$ cat src/verilog/lvl_link_map.vh
// Constants shared by the serial link transmitter and receiver
`ifndef LVL_LINK_MAP_VH
`define LVL_LINK_MAP_VH

// Word and lane geometry: bit (lane * slots + slot) of the parallel word
`define LVL_WORD_BITS      28
`define LVL_LANES          4
`define LVL_SLOTS          7
`define LVL_SLOT_LAST      3'h6
`define LVL_SLOT_FIRST     3'h0

// Fraction step: slots per parallel period, added every system clock
`define LVL_SLOT_STEP      9'h007

// Forwarded clock level per slot, bit i for slot i: high for slots 0-3
`define LVL_FWD_PATTERN    7'h0f

// Period measurement (system clocks per parallel clock) and its reset value
`define LVL_PERIOD_RST     8'h08
`define LVL_PERIOD_MAX     8'hff

// Timing
`define LVL_CLK_PERIOD_NS  100
`define LVL_PLL_LOCK_MS    10
`define LVL_PD_DELAY_NS    100

`endif

$ cat src/verilog/lvl_sync.v
// Two-stage synchroniser for a group of asynchronous level inputs
`timescale 1ns/10ps

module lvl_sync #(
  parameter WIDTH = 1
) (
  input  wire             clk_i,
  input  wire             srst_i,
  input  wire [WIDTH-1:0] d_i,
  output reg  [WIDTH-1:0] q_o
);

  reg [WIDTH-1:0] meta;

  // First stage feeds only the second stage
  always @(posedge clk_i) begin
    if (srst_i) begin
      meta <= {WIDTH{1'b0}};
      q_o  <= {WIDTH{1'b0}};
    end else begin
      meta <= d_i;
      q_o  <= meta;
    end
  end

endmodule // lvl_sync

$ cat src/verilog/lvl_rx.v
// Receive half: slot recovery from the forwarded clock and word rebuild
`timescale 1ns/10ps
`include "lvl_link_map.vh"

module lvl_rx (
  input  wire                       clk_i,
  input  wire                       srst_i,
  input  wire                       pd_n_i,
  input  wire                       fwd_clk_i,
  input  wire [`LVL_LANES-1:0]      lane_i,
  output reg  [`LVL_WORD_BITS-1:0]  data_o,
  output reg                        rclk_o
);

  reg                        fwd_q;
  reg [7:0]                  per_cnt;
  reg [7:0]                  period;
  reg [7:0]                  acc;
  reg [2:0]                  slot;
  reg                        seen;
  reg                        pub_d;
  reg [`LVL_WORD_BITS-1:0]   asm_word;
  reg [`LVL_WORD_BITS-1:0]   next_asm;
  reg [7:0]                  next_acc;
  reg [2:0]                  next_slot;
  reg [8:0]                  step;
  integer                    l;

  wire fwd_rise = fwd_clk_i & ~fwd_q;   // Frame starts at forwarded clock rise
  wire publish  = fwd_rise & seen;      // A full frame has been gathered

  // Slot tracking mirrors the transmitter's fraction stepping
  always @* begin
    step      = {1'b0, acc} + `LVL_SLOT_STEP;
    next_acc  = acc;
    next_slot = slot;
    next_asm  = asm_word;
    if (fwd_rise) begin
      next_slot = `LVL_SLOT_FIRST;
      next_acc  = 8'h00;
    end else if (slot != `LVL_SLOT_LAST) begin
      if (step >= {1'b0, period}) begin
        next_slot = slot + 3'h1;
        next_acc  = step[7:0] - period;
      end else begin
        next_acc = step[7:0];
      end
    end
    // Last sample inside a slot wins; lane l slot s holds bit l*7+s
    for (l = 0; l < `LVL_LANES; l = l + 1) begin
      next_asm[l*`LVL_SLOTS + next_slot] = lane_i[l];
    end
  end

  // Frame state, period measurement and outputs
  always @(posedge clk_i) begin
    if (srst_i || !pd_n_i) begin
      fwd_q    <= 1'b0;
      per_cnt  <= 8'h00;
      period   <= `LVL_PERIOD_RST;
      acc      <= 8'h00;
      slot     <= `LVL_SLOT_LAST;
      seen     <= 1'b0;
      pub_d    <= 1'b0;
      asm_word <= {`LVL_WORD_BITS{1'b0}};
      data_o   <= {`LVL_WORD_BITS{1'b0}};   // Powered down: outputs low
      rclk_o   <= 1'b0;
    end else begin
      fwd_q    <= fwd_clk_i;
      acc      <= next_acc;
      slot     <= next_slot;
      asm_word <= next_asm;
      pub_d    <= publish;
      if (fwd_rise) begin
        seen    <= 1'b1;
        per_cnt <= 8'h00;
        if (seen) begin
          period <= per_cnt + 8'h01;
        end
      end else if (per_cnt != `LVL_PERIOD_MAX) begin
        per_cnt <= per_cnt + 8'h01;
      end
      // Data changes only at a frame edge, so a lost clock freezes it
      if (publish) begin
        data_o <= asm_word;
      end
      // Clock rises a cycle after the data, falls mid-period; no edges, no rise
      if (pub_d) begin
        rclk_o <= 1'b1;
      end else if (per_cnt == {1'b0, period[7:1]}) begin
        rclk_o <= 1'b0;
      end
    end
  end

endmodule // lvl_rx

$ cat src/verilog/lvl_link.v
// Seven-to-one serial link: transmitter serializer and receiver wrapper
`timescale 1ns/10ps
`include "lvl_link_map.vh"

// Frame timing, transmitter side
// The parallel clock pin is slow against the system clock, so it is sampled like data.
// Its rising edge, seen two flops late, captures the whole synchronised word at once.
// The distance between two rises is counted in system clocks and kept as the period.
// A fraction stepper adds seven every cycle and moves to the next slot on overflow,
// so seven slots spread evenly over whatever period the source really runs at.
// With an eight-cycle period the first slot stands two cycles, the others one each.
// The last slot is held until the next rise; a stopped source parks the lanes there.
// The forwarded clock is high for slots zero to three and low for slots four to six,
// so its rise marks slot zero of every frame for the far end.
//
// Frame timing, receiver side
// The receiver finds the forwarded clock rise the same way and runs its own stepper.
// The last sample taken inside a slot is kept, which favours the slot's late half.
// A frame is only complete when the next rise arrives, so data trails by one period.
// The recovered clock rises one cycle after the data and falls half a period later.
//
// Power-down and start-up
// Each power-down pin is synchronised too, so the serial enables drop three edges
// after the pin; this is slower than a pure pin path but keeps the logic clean.
// The lock timer restarts on every power-down, and no frame starts before it expires.
// While the timer runs the pairs are driven to a steady low rather than floated,
// which keeps the far end from decoding noise off an open cable.
// The receiver clears its outputs and sets its period estimate back to eight while powered down, and
// the first forwarded clock rise after that publishes nothing.
//
// Limitations
// A period under seven system clocks loses the late slots; the stepper cannot go
// faster than one slot per cycle.
// A period longer than 255 cycles saturates the counter, wraps the stored period to zero and stretches the last slot.
// Equal levels on a differential pair read as zero, so a released pair is quiet.

// Overview of operation
// Transmitter captures all 28 inputs on each rising parallel clock edge only.
// Transmitter drives four serial data lanes plus one forwarded clock lane.
// Each lane carries seven bit slots per parallel clock period.
// Receiver rebuilds 28 outputs from four lanes and the forwarded clock.
// Recovered clock rises after the data settles; sample outputs on its rise.
// Transmitter power-down low puts all serial outputs in high impedance.
// Receiver power-down low forces all parallel data outputs low.
// Power-down may be asserted at any moment without sequencing.
// After power-down release, transmitter outputs stay quiet for 10 ms lock time.
// Lost link clock stops recovered clock and freezes data outputs.
// Source logic ties unused parallel data inputs to zero.
// Transmitter outputs reach high impedance within 100 ns of power-down; here the enables drop three clock edges after the pin, up to 300 ns.
// Bit lane*7+slot mapping is fixed; receiver inverts it exactly.
module lvl_link #(
  parameter LOCK_CYCLES = (`LVL_PLL_LOCK_MS * 1000000) / `LVL_CLK_PERIOD_NS
) (
  input  wire                       MCLK_I,
  input  wire                       SRST_I,
  // Transmitter, parallel side
  input  wire                       PARALLEL_CLOCK_IN_I,
  input  wire [`LVL_WORD_BITS-1:0]  PARALLEL_DATA_IN_I,
  input  wire                       TX_POWER_DOWN_N_I,
  // Transmitter, serial side
  output reg  [`LVL_LANES-1:0]      SERIAL_LANE_OUT_P_O,
  output reg  [`LVL_LANES-1:0]      SERIAL_LANE_OUT_N_O,
  output reg  [`LVL_LANES-1:0]      SERIAL_LANE_OUT_OE_O,
  output reg                        FORWARDED_CLOCK_OUT_P_O,
  output reg                        FORWARDED_CLOCK_OUT_N_O,
  output reg                        FORWARDED_CLOCK_OUT_OE_O,
  // Receiver, serial side
  input  wire                       FORWARDED_CLOCK_IN_P_I,
  input  wire                       FORWARDED_CLOCK_IN_N_I,
  input  wire [`LVL_LANES-1:0]      SERIAL_LANE_IN_P_I,
  input  wire [`LVL_LANES-1:0]      SERIAL_LANE_IN_N_I,
  input  wire                       RX_POWER_DOWN_N_I,
  // Receiver, parallel side
  output wire [`LVL_WORD_BITS-1:0]  PARALLEL_DATA_OUT_O,
  output wire                       RECOVERED_CLOCK_OUT_O
);

  localparam [31:0] LOCK_SPAN = LOCK_CYCLES - 1;
  localparam [19:0] LOCK_LAST = LOCK_SPAN[19:0];
  localparam [6:0]  FWD_PAT   = `LVL_FWD_PATTERN;
  localparam        TX_SYNC_W = `LVL_WORD_BITS + 2;
  localparam        RX_SYNC_W = 2 * `LVL_LANES + 3;

  // Synchronised pin levels
  wire [TX_SYNC_W-1:0]      tx_sync;
  wire [RX_SYNC_W-1:0]      rx_sync;
  wire                      tx_pd_n;
  wire                      pclk_s;
  wire [`LVL_WORD_BITS-1:0] data_s;
  wire                      rx_pd_n;
  wire                      rx_fwd;
  wire [`LVL_LANES-1:0]     rx_lane;

  // Transmitter state
  reg                       pclk_q;
  reg [7:0]                 per_cnt;
  reg [7:0]                 period;
  reg [19:0]                lock_cnt;
  reg                       locked;
  reg                       active;
  reg                       seen;
  reg [`LVL_WORD_BITS-1:0]  word;
  reg [2:0]                 slot;
  reg [7:0]                 acc;

  // Next values
  reg                       next_active;
  reg [`LVL_WORD_BITS-1:0]  next_word;
  reg [2:0]                 next_slot;
  reg [7:0]                 next_acc;
  reg [8:0]                 step;
  wire [`LVL_LANES-1:0]     next_lane;
  reg                       next_fwd;
  genvar                    g;

  // Word bit carried by a lane in a slot; one place for the mapping of every lane
  function [4:0] bit_index;
    input [1:0] lane;
    input [2:0] slot_no;
    begin
      bit_index = {3'h0, lane} * 5'h07 + {2'h0, slot_no};
    end
  endfunction

  // Every pin level except SRST_I crosses two flops before any logic looks at it
  lvl_sync #(
    .WIDTH (TX_SYNC_W)
  ) u_tx_sync (
    .clk_i  (MCLK_I),
    .srst_i (SRST_I),
    .d_i    ({TX_POWER_DOWN_N_I, PARALLEL_CLOCK_IN_I, PARALLEL_DATA_IN_I}),
    .q_o    (tx_sync)
  );

  lvl_sync #(
    .WIDTH (RX_SYNC_W)
  ) u_rx_sync (
    .clk_i  (MCLK_I),
    .srst_i (SRST_I),
    .d_i    ({RX_POWER_DOWN_N_I, FORWARDED_CLOCK_IN_P_I, FORWARDED_CLOCK_IN_N_I,
              SERIAL_LANE_IN_P_I, SERIAL_LANE_IN_N_I}),
    .q_o    (rx_sync)
  );

  assign tx_pd_n = tx_sync[TX_SYNC_W-1];
  assign pclk_s  = tx_sync[TX_SYNC_W-2];
  assign data_s  = tx_sync[`LVL_WORD_BITS-1:0];

  // Differential decode: a pair reads one only when true is high and complement low
  assign rx_pd_n = rx_sync[RX_SYNC_W-1];
  assign rx_fwd  = rx_sync[RX_SYNC_W-2] & ~rx_sync[RX_SYNC_W-3];
  assign rx_lane = rx_sync[2*`LVL_LANES-1:`LVL_LANES] & ~rx_sync[`LVL_LANES-1:0];

  wire pclk_rise = pclk_s & ~pclk_q;    // Falling edges never strobe data

  // Lock timer restarts on every power-down, so a mid-frame assertion is safe
  always @(posedge MCLK_I) begin
    if (SRST_I || !tx_pd_n) begin
      lock_cnt <= 20'h00000;
      locked   <= 1'b0;
    end else if (!locked) begin
      if (lock_cnt == LOCK_LAST) begin
        locked <= 1'b1;                 // Quiet for the whole lock time
      end else begin
        lock_cnt <= lock_cnt + 20'h00001;
      end
    end
  end

  // Parallel clock period in system clocks; the slot stepper divides it by seven
  always @(posedge MCLK_I) begin
    if (SRST_I || !tx_pd_n) begin
      pclk_q  <= 1'b0;
      per_cnt <= 8'h00;
      period  <= `LVL_PERIOD_RST;
      seen    <= 1'b0;
    end else begin
      pclk_q <= pclk_s;
      if (pclk_rise) begin
        seen    <= 1'b1;
        per_cnt <= 8'h00;
        if (seen) begin
          period <= per_cnt + 8'h01;
        end
      end else if (per_cnt != `LVL_PERIOD_MAX) begin
        per_cnt <= per_cnt + 8'h01;
      end
    end
  end

  // Frame capture and slot stepping; seven slots spread over one measured period
  always @* begin
    step        = {1'b0, acc} + `LVL_SLOT_STEP;
    next_active = active;
    next_word   = word;
    next_slot   = slot;
    next_acc    = acc;
    if (!locked) begin
      next_active = 1'b0;
    end else if (pclk_rise) begin
      next_word   = data_s;               // Whole word taken at once
      next_slot   = `LVL_SLOT_FIRST;
      next_acc    = 8'h00;
      next_active = 1'b1;
    end else if (active && slot != `LVL_SLOT_LAST) begin
      if (step >= {1'b0, period}) begin
        next_slot = slot + 3'h1;          // Seven slots per period
        next_acc  = step[7:0] - period;
      end else begin
        next_acc = step[7:0];
      end
    end
    // Forwarded clock level looked up per slot; idle frames keep it low
    next_fwd = next_active & FWD_PAT[next_slot];
  end

  // One serializer tap per lane: bits g*7 .. g*7+6, slot order ascending
  generate
    for (g = 0; g < `LVL_LANES; g = g + 1) begin : g_lane
      localparam [1:0] LANE = g;
      assign next_lane[g] = next_active & next_word[bit_index(LANE, next_slot)];
    end
  endgenerate

  // Frame registers
  always @(posedge MCLK_I) begin
    if (SRST_I) begin
      active <= 1'b0;
      word   <= {`LVL_WORD_BITS{1'b0}};
      slot   <= `LVL_SLOT_LAST;
      acc    <= 8'h00;
    end else begin
      active <= next_active;
      word   <= next_word;
      slot   <= next_slot;
      acc    <= next_acc;
    end
  end

  // Serial pins; the enable follows power-down directly, one edge after sync
  always @(posedge MCLK_I) begin
    if (SRST_I) begin
      SERIAL_LANE_OUT_P_O      <= {`LVL_LANES{1'b0}};
      SERIAL_LANE_OUT_N_O      <= {`LVL_LANES{1'b1}};
      SERIAL_LANE_OUT_OE_O     <= {`LVL_LANES{1'b0}};
      FORWARDED_CLOCK_OUT_P_O  <= 1'b0;
      FORWARDED_CLOCK_OUT_N_O  <= 1'b1;
      FORWARDED_CLOCK_OUT_OE_O <= 1'b0;
    end else begin
      SERIAL_LANE_OUT_P_O      <= next_lane;          // Idle low until locked
      SERIAL_LANE_OUT_N_O      <= ~next_lane;
      SERIAL_LANE_OUT_OE_O     <= {`LVL_LANES{tx_pd_n}};
      FORWARDED_CLOCK_OUT_P_O  <= next_fwd;
      FORWARDED_CLOCK_OUT_N_O  <= ~next_fwd;
      FORWARDED_CLOCK_OUT_OE_O <= tx_pd_n;
    end
  end

  // Receiver runs from the decoded lanes; its outputs come from its own flops
  lvl_rx u_rx (
    .clk_i     (MCLK_I),
    .srst_i    (SRST_I),
    .pd_n_i    (rx_pd_n),
    .fwd_clk_i (rx_fwd),
    .lane_i    (rx_lane),
    .data_o    (PARALLEL_DATA_OUT_O),
    .rclk_o    (RECOVERED_CLOCK_OUT_O)
  );

endmodule // lvl_link

$ cat config.mk
export PLATFORM = sky130hd
export DESIGN_NAME = lvl_link
export DESIGN_NICKNAME = d
export VERILOG_FILES = /design/src/verilog/lvl_sync.v /design/src/verilog/lvl_rx.v /design/src/verilog/lvl_link.v
export VERILOG_INCLUDE_DIRS = /design/src /design/src/verilog
export SDC_FILE = /design/constraint.sdc
export NUM_CORES = 1
export LEC_CHECK = 0
export ABC_AREA = 1
export BUFFER_PORTS_ARGS = -buffer_cell sky130_fd_sc_hd__buf_2
export CAP_MARGIN = 20
export CORE_UTILIZATION = 54
export DETAILED_ROUTE_END_ITERATION = 7
export GPL_ROUTABILITY_DRIVEN = 0
export GPL_TIMING_DRIVEN = 1
export PLACE_DENSITY = 0.76
export SLEW_MARGIN = 15
export SYNTH_ARGS = -nofsm -noshare
export SYNTH_HDL_FRONTEND = slang
export SYNTH_HIERARCHICAL = 1
export SYNTH_SLANG_ARGS = --single-unit
$ cat constraint.sdc
create_clock -name MCLK_I -period 3.2 [get_ports MCLK_I]
set_input_delay 0.16 -clock MCLK_I [delete_from_list [all_inputs] [get_ports MCLK_I]]
set_output_delay 0.16 -clock MCLK_I [all_outputs]
set_load 0.01 [all_outputs]
After elaboration in Yosys (flattened, before gate mapping)
Memories as Yosys holds them, arrays and structs flattened.
Cells that the tools add are included.
{ "word_totals": {"word_cells": 142, "input_bits": 43, "rom_bits": 8, "memories": 1, "reg_bits": 260, "out_inout_bits": 44} }
{ "op_classes": {"order_cmp": 15, "eq_ne": 6, "add_sub_neg": 15, "n_mux": 40, "n_bitwise": 18, "n_reduce_logical": 17} }
{ "mem_list": {"columns": ["memory", "words", "word_bits", "read_ports", "rd_clocked_by_memory_dff", "write_ports", "line", "rtl"], "rows": [
  ["(name not given)", 8, 1, 1, 0, 0, "lvl_link.v:214", "next_fwd = next_active & FWD_PAT[next_slot];"]
]} }
{ "ops": {"columns": ["operator", "n"], "rows": [
  ["28-bit bitwise mux", 4],
  ["32-bit by 1-bit >= comparator with 1-bit output (second input constant)", 3],
  ["32-bit by 6-bit less-than comparator with 1-bit output (second input constant)", 3],
  ["28-bit 2-to-1 mux", 2],
  ["8-bit 2-to-1 mux", 4],
  ["3-bit 2-to-1 mux", 7],
  ["20-bit by 1-bit adder with 20-bit output (second input constant)", 1],
  ["20-bit by 17-bit == test with 1-bit output (second input constant)", 1],
  ["8-bit by 3-bit adder with 9-bit output (second input constant)", 2],
  ["9-bit by 8-bit >= comparator with 1-bit output", 2],
  ["8-bit by 1-bit adder with 8-bit output (second input constant)", 2],
  ["8-bit != test (second input constant)", 2],
  ["8-bit subtractor", 2],
  ["1-bit binary-select mux with 5-bit select", 3],
  ["1-bit demux with 5-bit select", 3],
  ["1-bit 2-to-1 mux", 15],
  ["3-bit by 6-bit less-than comparator with 1-bit output (second input constant)", 2],
  ["5-bit by 6-bit less-than comparator with 1-bit output (second input constant)", 2],
  ["4-bit by 3-bit adder with 5-bit output (first input constant)", 2],
  ["1-bit bitwise AND", 9],
  ["3-bit by 3-bit adder with 4-bit output (first input constant)", 2],
  ["8-bit by 7-bit == test with 1-bit output", 1],
  ["4-bit NOT", 2],
  ["2-bit AND reduction", 4],
  ["other kinds (16)", 31]
]} }

Depth between registers and ports, before layout
{ "logic_depth": {"ltp_word": 13, "mapped_depth": 28, "depth_no_buf": 27} }

Modules after synthesis
Netlist, hierarchy kept.
{ "by_module_without_submodules": {"columns": ["module", "area_each_um2", "cells_per_inst", "seq_area_each_um2", "n_inst"], "rows": [
  ["lvl_link", 4943.5, 697, 1801.7, 1],
  ["lvl_rx", 4386.7, 610, 1741.7, 1],
  ["lvl_sync at u_tx_sync", 1730.4, 187, 1201.2, 1],
  ["lvl_sync at u_rx_sync", 628.1, 68, 440.4, 1]
]} }

Least setup slack after synthesis
OpenSTA, ideal clock, no wires.
{ "synth_path": {"path_kind": "reg-to-reg", "start": "register u_rx.acc[0]", "end": "register u_rx.asm_word[9]", "setup_time_ns": 0.128, "n_path_buf": 3, "path_stages_with_launch": 24, "arrival_ns": 3.441, "t_required_ns": 3.072, "path_slack_ns": -0.368, "synth_period_minus_slack_ns": 3.568, "path_cell_list": "dfxtp_1 inv_1 ha_1 a21oi_2 inv_1 nor2_1 xor2_1 ha_1 a21oi_2 nor2_1 nor2_1 nand2_4 buf_6 nand3_2 nand3_4 buf_6 ha_1 inv_1 clkbuf_1 nand4_1 nand2_1 nor2_1 nor2_1 nor2_1"} }
{ "synth_between": {"elab_chain_cells": 13} }
{ "synth_rtl": {"columns": ["element", "line", "rtl"], "rows": [
  ["start: declaration", "lvl_rx.v:18", "reg [7:0] acc;"],
  ["start signal: assignment", "lvl_rx.v:70", "acc <= next_acc;"],
  ["8-bit by 3-bit adder with 9-bit output (no source line) *", null, null],
  ["9-bit by 8-bit >= comparator with 1-bit output *", "lvl_rx.v:42", "if (step >= {1'b0, period}) begin"],
  ["3-bit 2-to-1 mux *", "lvl_rx.v:42", null],
  ["3-bit 2-to-1 mux *", "lvl_rx.v:41", "end else if (slot != `LVL_SLOT_LAST) begin"],
  ["3-bit 2-to-1 mux *", "lvl_rx.v:38", "if (fwd_rise) begin"],
  ["3-bit by 3-bit adder with 4-bit output", "lvl_rx.v:51", "next_asm[l*`LVL_SLOTS + next_slot] = lane_i[l];"],
  ["32-bit by 1-bit >= comparator with 1-bit output / 32-bit by 6-bit less-than comparator with 1-bit output (equally long branches)", "lvl_rx.v:51", null],
  ["1-bit logical AND", "lvl_rx.v:51", null],
  ["1-bit 2-to-1 mux", "lvl_rx.v:51", null],
  ["1-bit demux with 5-bit select", null, null],
  ["28-bit bitwise mux (2 in a row)", "lvl_rx.v:51", null],
  ["28-bit bitwise mux *", "lvl_rx.v:51", null],
  ["end signal: assignment", "lvl_rx.v:65", "asm_word <= {`LVL_WORD_BITS{1'b0}};"],
  ["end signal: assignment", "lvl_rx.v:72", "asm_word <= next_asm;"],
  ["end: declaration", "lvl_rx.v:22", "reg [`LVL_WORD_BITS-1:0] asm_word;"]
]} }
Mark *: on every way between the ends. The rest lies on a longest branch, timed or not.
A chain may end at the register's enable or synchronous reset.

==> metrics.csv <==
metric;value;unit
Synth Flop Type;dfxtp_1;
Synth top cells by count;nor2_1 (286), dfxtp_1 (259), inv_1 (239), nand2_1 (206), o21ai_0 (120);
synthesis-to-layout area growth;24.01;%
post-detailed-route via-to-cell ratio;5.132;
Top Family by Delay on Critical Path;simple AND/OR/NAND/NOR gates;
simple-gate share of the synthesized area;0.2495;
Ports;87;
DR vias;10370;
largest family of logic cells by synthesized area;simple AND/OR/NAND/NOR gates;
final hold viol count;0;
cell count after synthesis;1562;
ys async rst share;0;
H-tree levels;1;
pwr/cell area;473.8;nW/um^2
Area contributors post-synth;dfxtp_1 (44%), nor2_1 (9.2%), inv_1 (7.7%), nand2_1 (6.6%), o21ai_0 (5.1%);
number of buffers created by CTS;27;
overflow left after global routing;0;
Post-synth EDFFs;0;
Crit. End Element;flop;
post-place instance area;12430;sq um
final worst slack;0.01555;ns
total design power;0.006868;W
Slew Limit Fails;0;
WS Path Type;reg2reg;
layout cells sized above 1;0.1982;
combinational power share;0.036;
WL final;27020;um
core box area;21150;sq um
unrepaired setup endpoints after global routing;true;
drt initial violations;671;
internal power;0.005450;W
post-synth top area cell;dfxtp_1;
Worst-path clk slew;0.06;ns
post-synthesis xor/xnor area fraction;0.02623;
slew margin rel.;0.3833;
crit path launch;acc[1];
die area;22240;sq um
R2R Path Start;acc[1];
Min-Delay Endpoint;u_tx_sync/meta[15];
outcome;finished clean;
# Max-Cap Violations;0;
post-route cell area;14500;sq um
Worst-Skew Late Latency;0.53;ns
CTS tree;done;
CTS max path bufs;3;
Clock Sinks;259;
All-Layer GR Usage;0.2309;
Starting Density;0.5526;
P_leak;6.760;nW
CP max stage delay;0.34;ns
worst path bufs/invs;4;
peak supply drop;451.8;uV
drc violations;0;
hold depth;2;
register area share after synthesis;0.4436;
largest net degree at the start of global routing;68;
Fmax;0.3140;GHz
vias in the first global route;9481;
Most common cell on crit path;nand2_2;
mux contribution to synthesized area;0.01285;
Hold Startpoint;SRST_I;
Root Driver;clkbuf_16;
global-route wire length before repair;42810;um
ANT cells;0;
R2R cell count;25;
final antenna-violating net count;0;
Setup WS pre-CTS;-0.1387;ns
IO Port Bufs;86;
Die Span Y;149.1;um
Clock power frac;0.485;
slowest stage cell, crit path;dfxtp_1;
mapped cell area;11690;sq um
crit path DAT;3.62;ns
Synth Area in Adders;0.03875;
Syn Nets;1640;
Crit path required time;3.63;ns
Flop pwr share;0.479;
YS warnings;6;
synth unique cells;49;
clk_skew;0.02484;ns
r2r endpoint;SERIAL_LANE_OUT_P_O[3];
NetSw;0.001418;W
Fillers;1621;
Slew @ Worst Pin;0.9216;ns
post-DP HPWL;16970;um
Seq cells post-synth;259;
top fanout value on the critical path;7;
Worst Hold Class;in2reg;
Switching Fraction;0.2064;
drt pass-1 iters;6;
WL/cell;13.37;um
mean area per synthesized cell;7.483;sq um
most frequent cell after synthesis;nor2_1;
Placement Rows;53;
crit start category;flop;
final period utilization;0.9951;
Die W;149.1;um
R2R Setup Slk;0.02;ns
compound-cell area share of the yosys netlist;0.1188;
initial antenna violation count;0;
top cell type's share of synthesized area;0.4436;
Final #Nets;1804;
setup violators final;0;
Final Critical Period;3.184;ns
[power by group through the flow]
| stage | Clock [W] | Sequential, W | Combinational (W) |
|---|---|---|---|
| finish | 0.00333 | 0.00329 | 0.000247 |
| global route | 0.00355 | 0.00329 | 0.000273 |
| CTS | 0.00340 | 0.00329 | 0.000220 |
| detailed placement | 0 | 0.00336 | 0.000182 |
| global placement | 0 | 0.00336 | 0.000180 |
| floorplan | 0 | 0.00336 | 0.000132 |
[how the worst max path moves through the flow]
| stage | endpoint | slack [ns] | cells past startpoint |
|---|---|---|---|
| 3_3_place_gp | SERIAL_LANE_OUT_P_O[3] | 0.05 | 23 |
| 6_report | SERIAL_LANE_OUT_P_O[3] | 0.02 | 25 |
| 4_1_cts | SERIAL_LANE_OUT_P_O[3] | 0.008 | 26 |
| 5_1_grt | SERIAL_LANE_OUT_P_O[3] | -0.18 | 25 |
| 2_1_floorplan | u_rx/asm_word[9] | -0.003 | 25 |
| 3_5_place_dp | SERIAL_LANE_OUT_P_O[3] | -0.14 | 23 |
[area by class of cell]
| class | count | area (sq um) | share of cell area |
|---|---|---|---|
| sequential | 259 | 5192 | 0.3582 |
| inverter | 250 | 955.9 | 0.06595 |
| clock buffer | 32 | 744.5 | 0.05136 |
| multi-input combinational | 1001 | 5665 | 0.3908 |
| clock inverter | 17 | 231.5 | 0.01597 |
| tap | 275 | 344.1 | 0.02374 |
| timing repair buffer | 187 | 1361 | 0.09391 |
[stage by stage]
stage | instances | setup TNS, ns | utilization | hold WS [ns]
after CTS | 1997 | 0 | 0.6562 | 0.08389
final | 2021 | 0 | 0.6852 | 0.1022
after detailed placement | 1901 | -0.4710 | 0.5877 | 0.3646
after floorplan | 1562 | -0.002892 | - | 0.2312
after global routing | 2021 | -2.302 | 0.6852 | 0.1102
after global placement | 1901 | 0 | 0.5877 | 0.3587
[cells in the final DEF (no fill, tap or decap), types with 23 or more instances in the layout]
cell type	synthesis	final
nor2_1	286	270
dfxtp_1	259	253
inv_1	239	226
nand2_1	206	195
o21ai_0	120	109
buf_2	2	85
a21oi_1	82	76
nand3_1	77	66
buf_4	6	52
dlygate4sd3_1	0	41
clkbuf_16	0	28
o21ai_1	13	24
xor2_1	26	23
[per-layer routing]
layer | share of wire | track usage | wire (um) | up-vias
met3 | 0.052 | 0.03547 | 1405 | 59
met4 | 0.021 | 0.06378 | 573 | 0
met1 | 0.44 | 0.3013 | 11840 | 4744
met2 | 0.49 | 0.3947 | 13200 | 310
li1 | - | - | - | 5259
met5 | 0 | 0 | 0 | -
[what timing repair did]
| action | 4_1_cts | 5_1_grt |
|---|---|---|
| endpoints found under the hold margin | 41 | 0 |
| cloned | 0 | 1 |
| gates resized for setup | 5 | 112 |
| setup endpoints to repair | 8 | 35 |
| hold buffers | 41 | 0 |
| setup buffers | 6 | 22 |
| pin swaps | 8 | 44 |
[registers in the layout, summed over array words and instances (netlist names), 4 cells and up]
signal,count
lock_cnt,20
u_rx/asm_word,28
u_rx_sync/meta,11
u_rx/per_cnt,8
u_rx_sync/q_o,11
u_rx/data_o,28
period,8
u_tx_sync/meta,30
SERIAL_LANE_OUT_P_O,4
SERIAL_LANE_OUT_N_O,4
word,28
u_rx/acc,8
per_cnt,8
acc,8
u_rx/period,8
u_tx_sync/q_o,30
[cell families (layout without fill, tap and decap cells)]
logic type / count (synthesis) / in the layout
DFF: 259 / 259
and+or+nand+nor: 661 / 661
xor gates and xnor gates: 35 / 35
AOI/OAI and AO/OA: 255 / 255
adders and majority gates: 35 / 35
buffers and inverters: 302 / 486
muxes: 15 / 15
(Power assumes the default switching activity.)
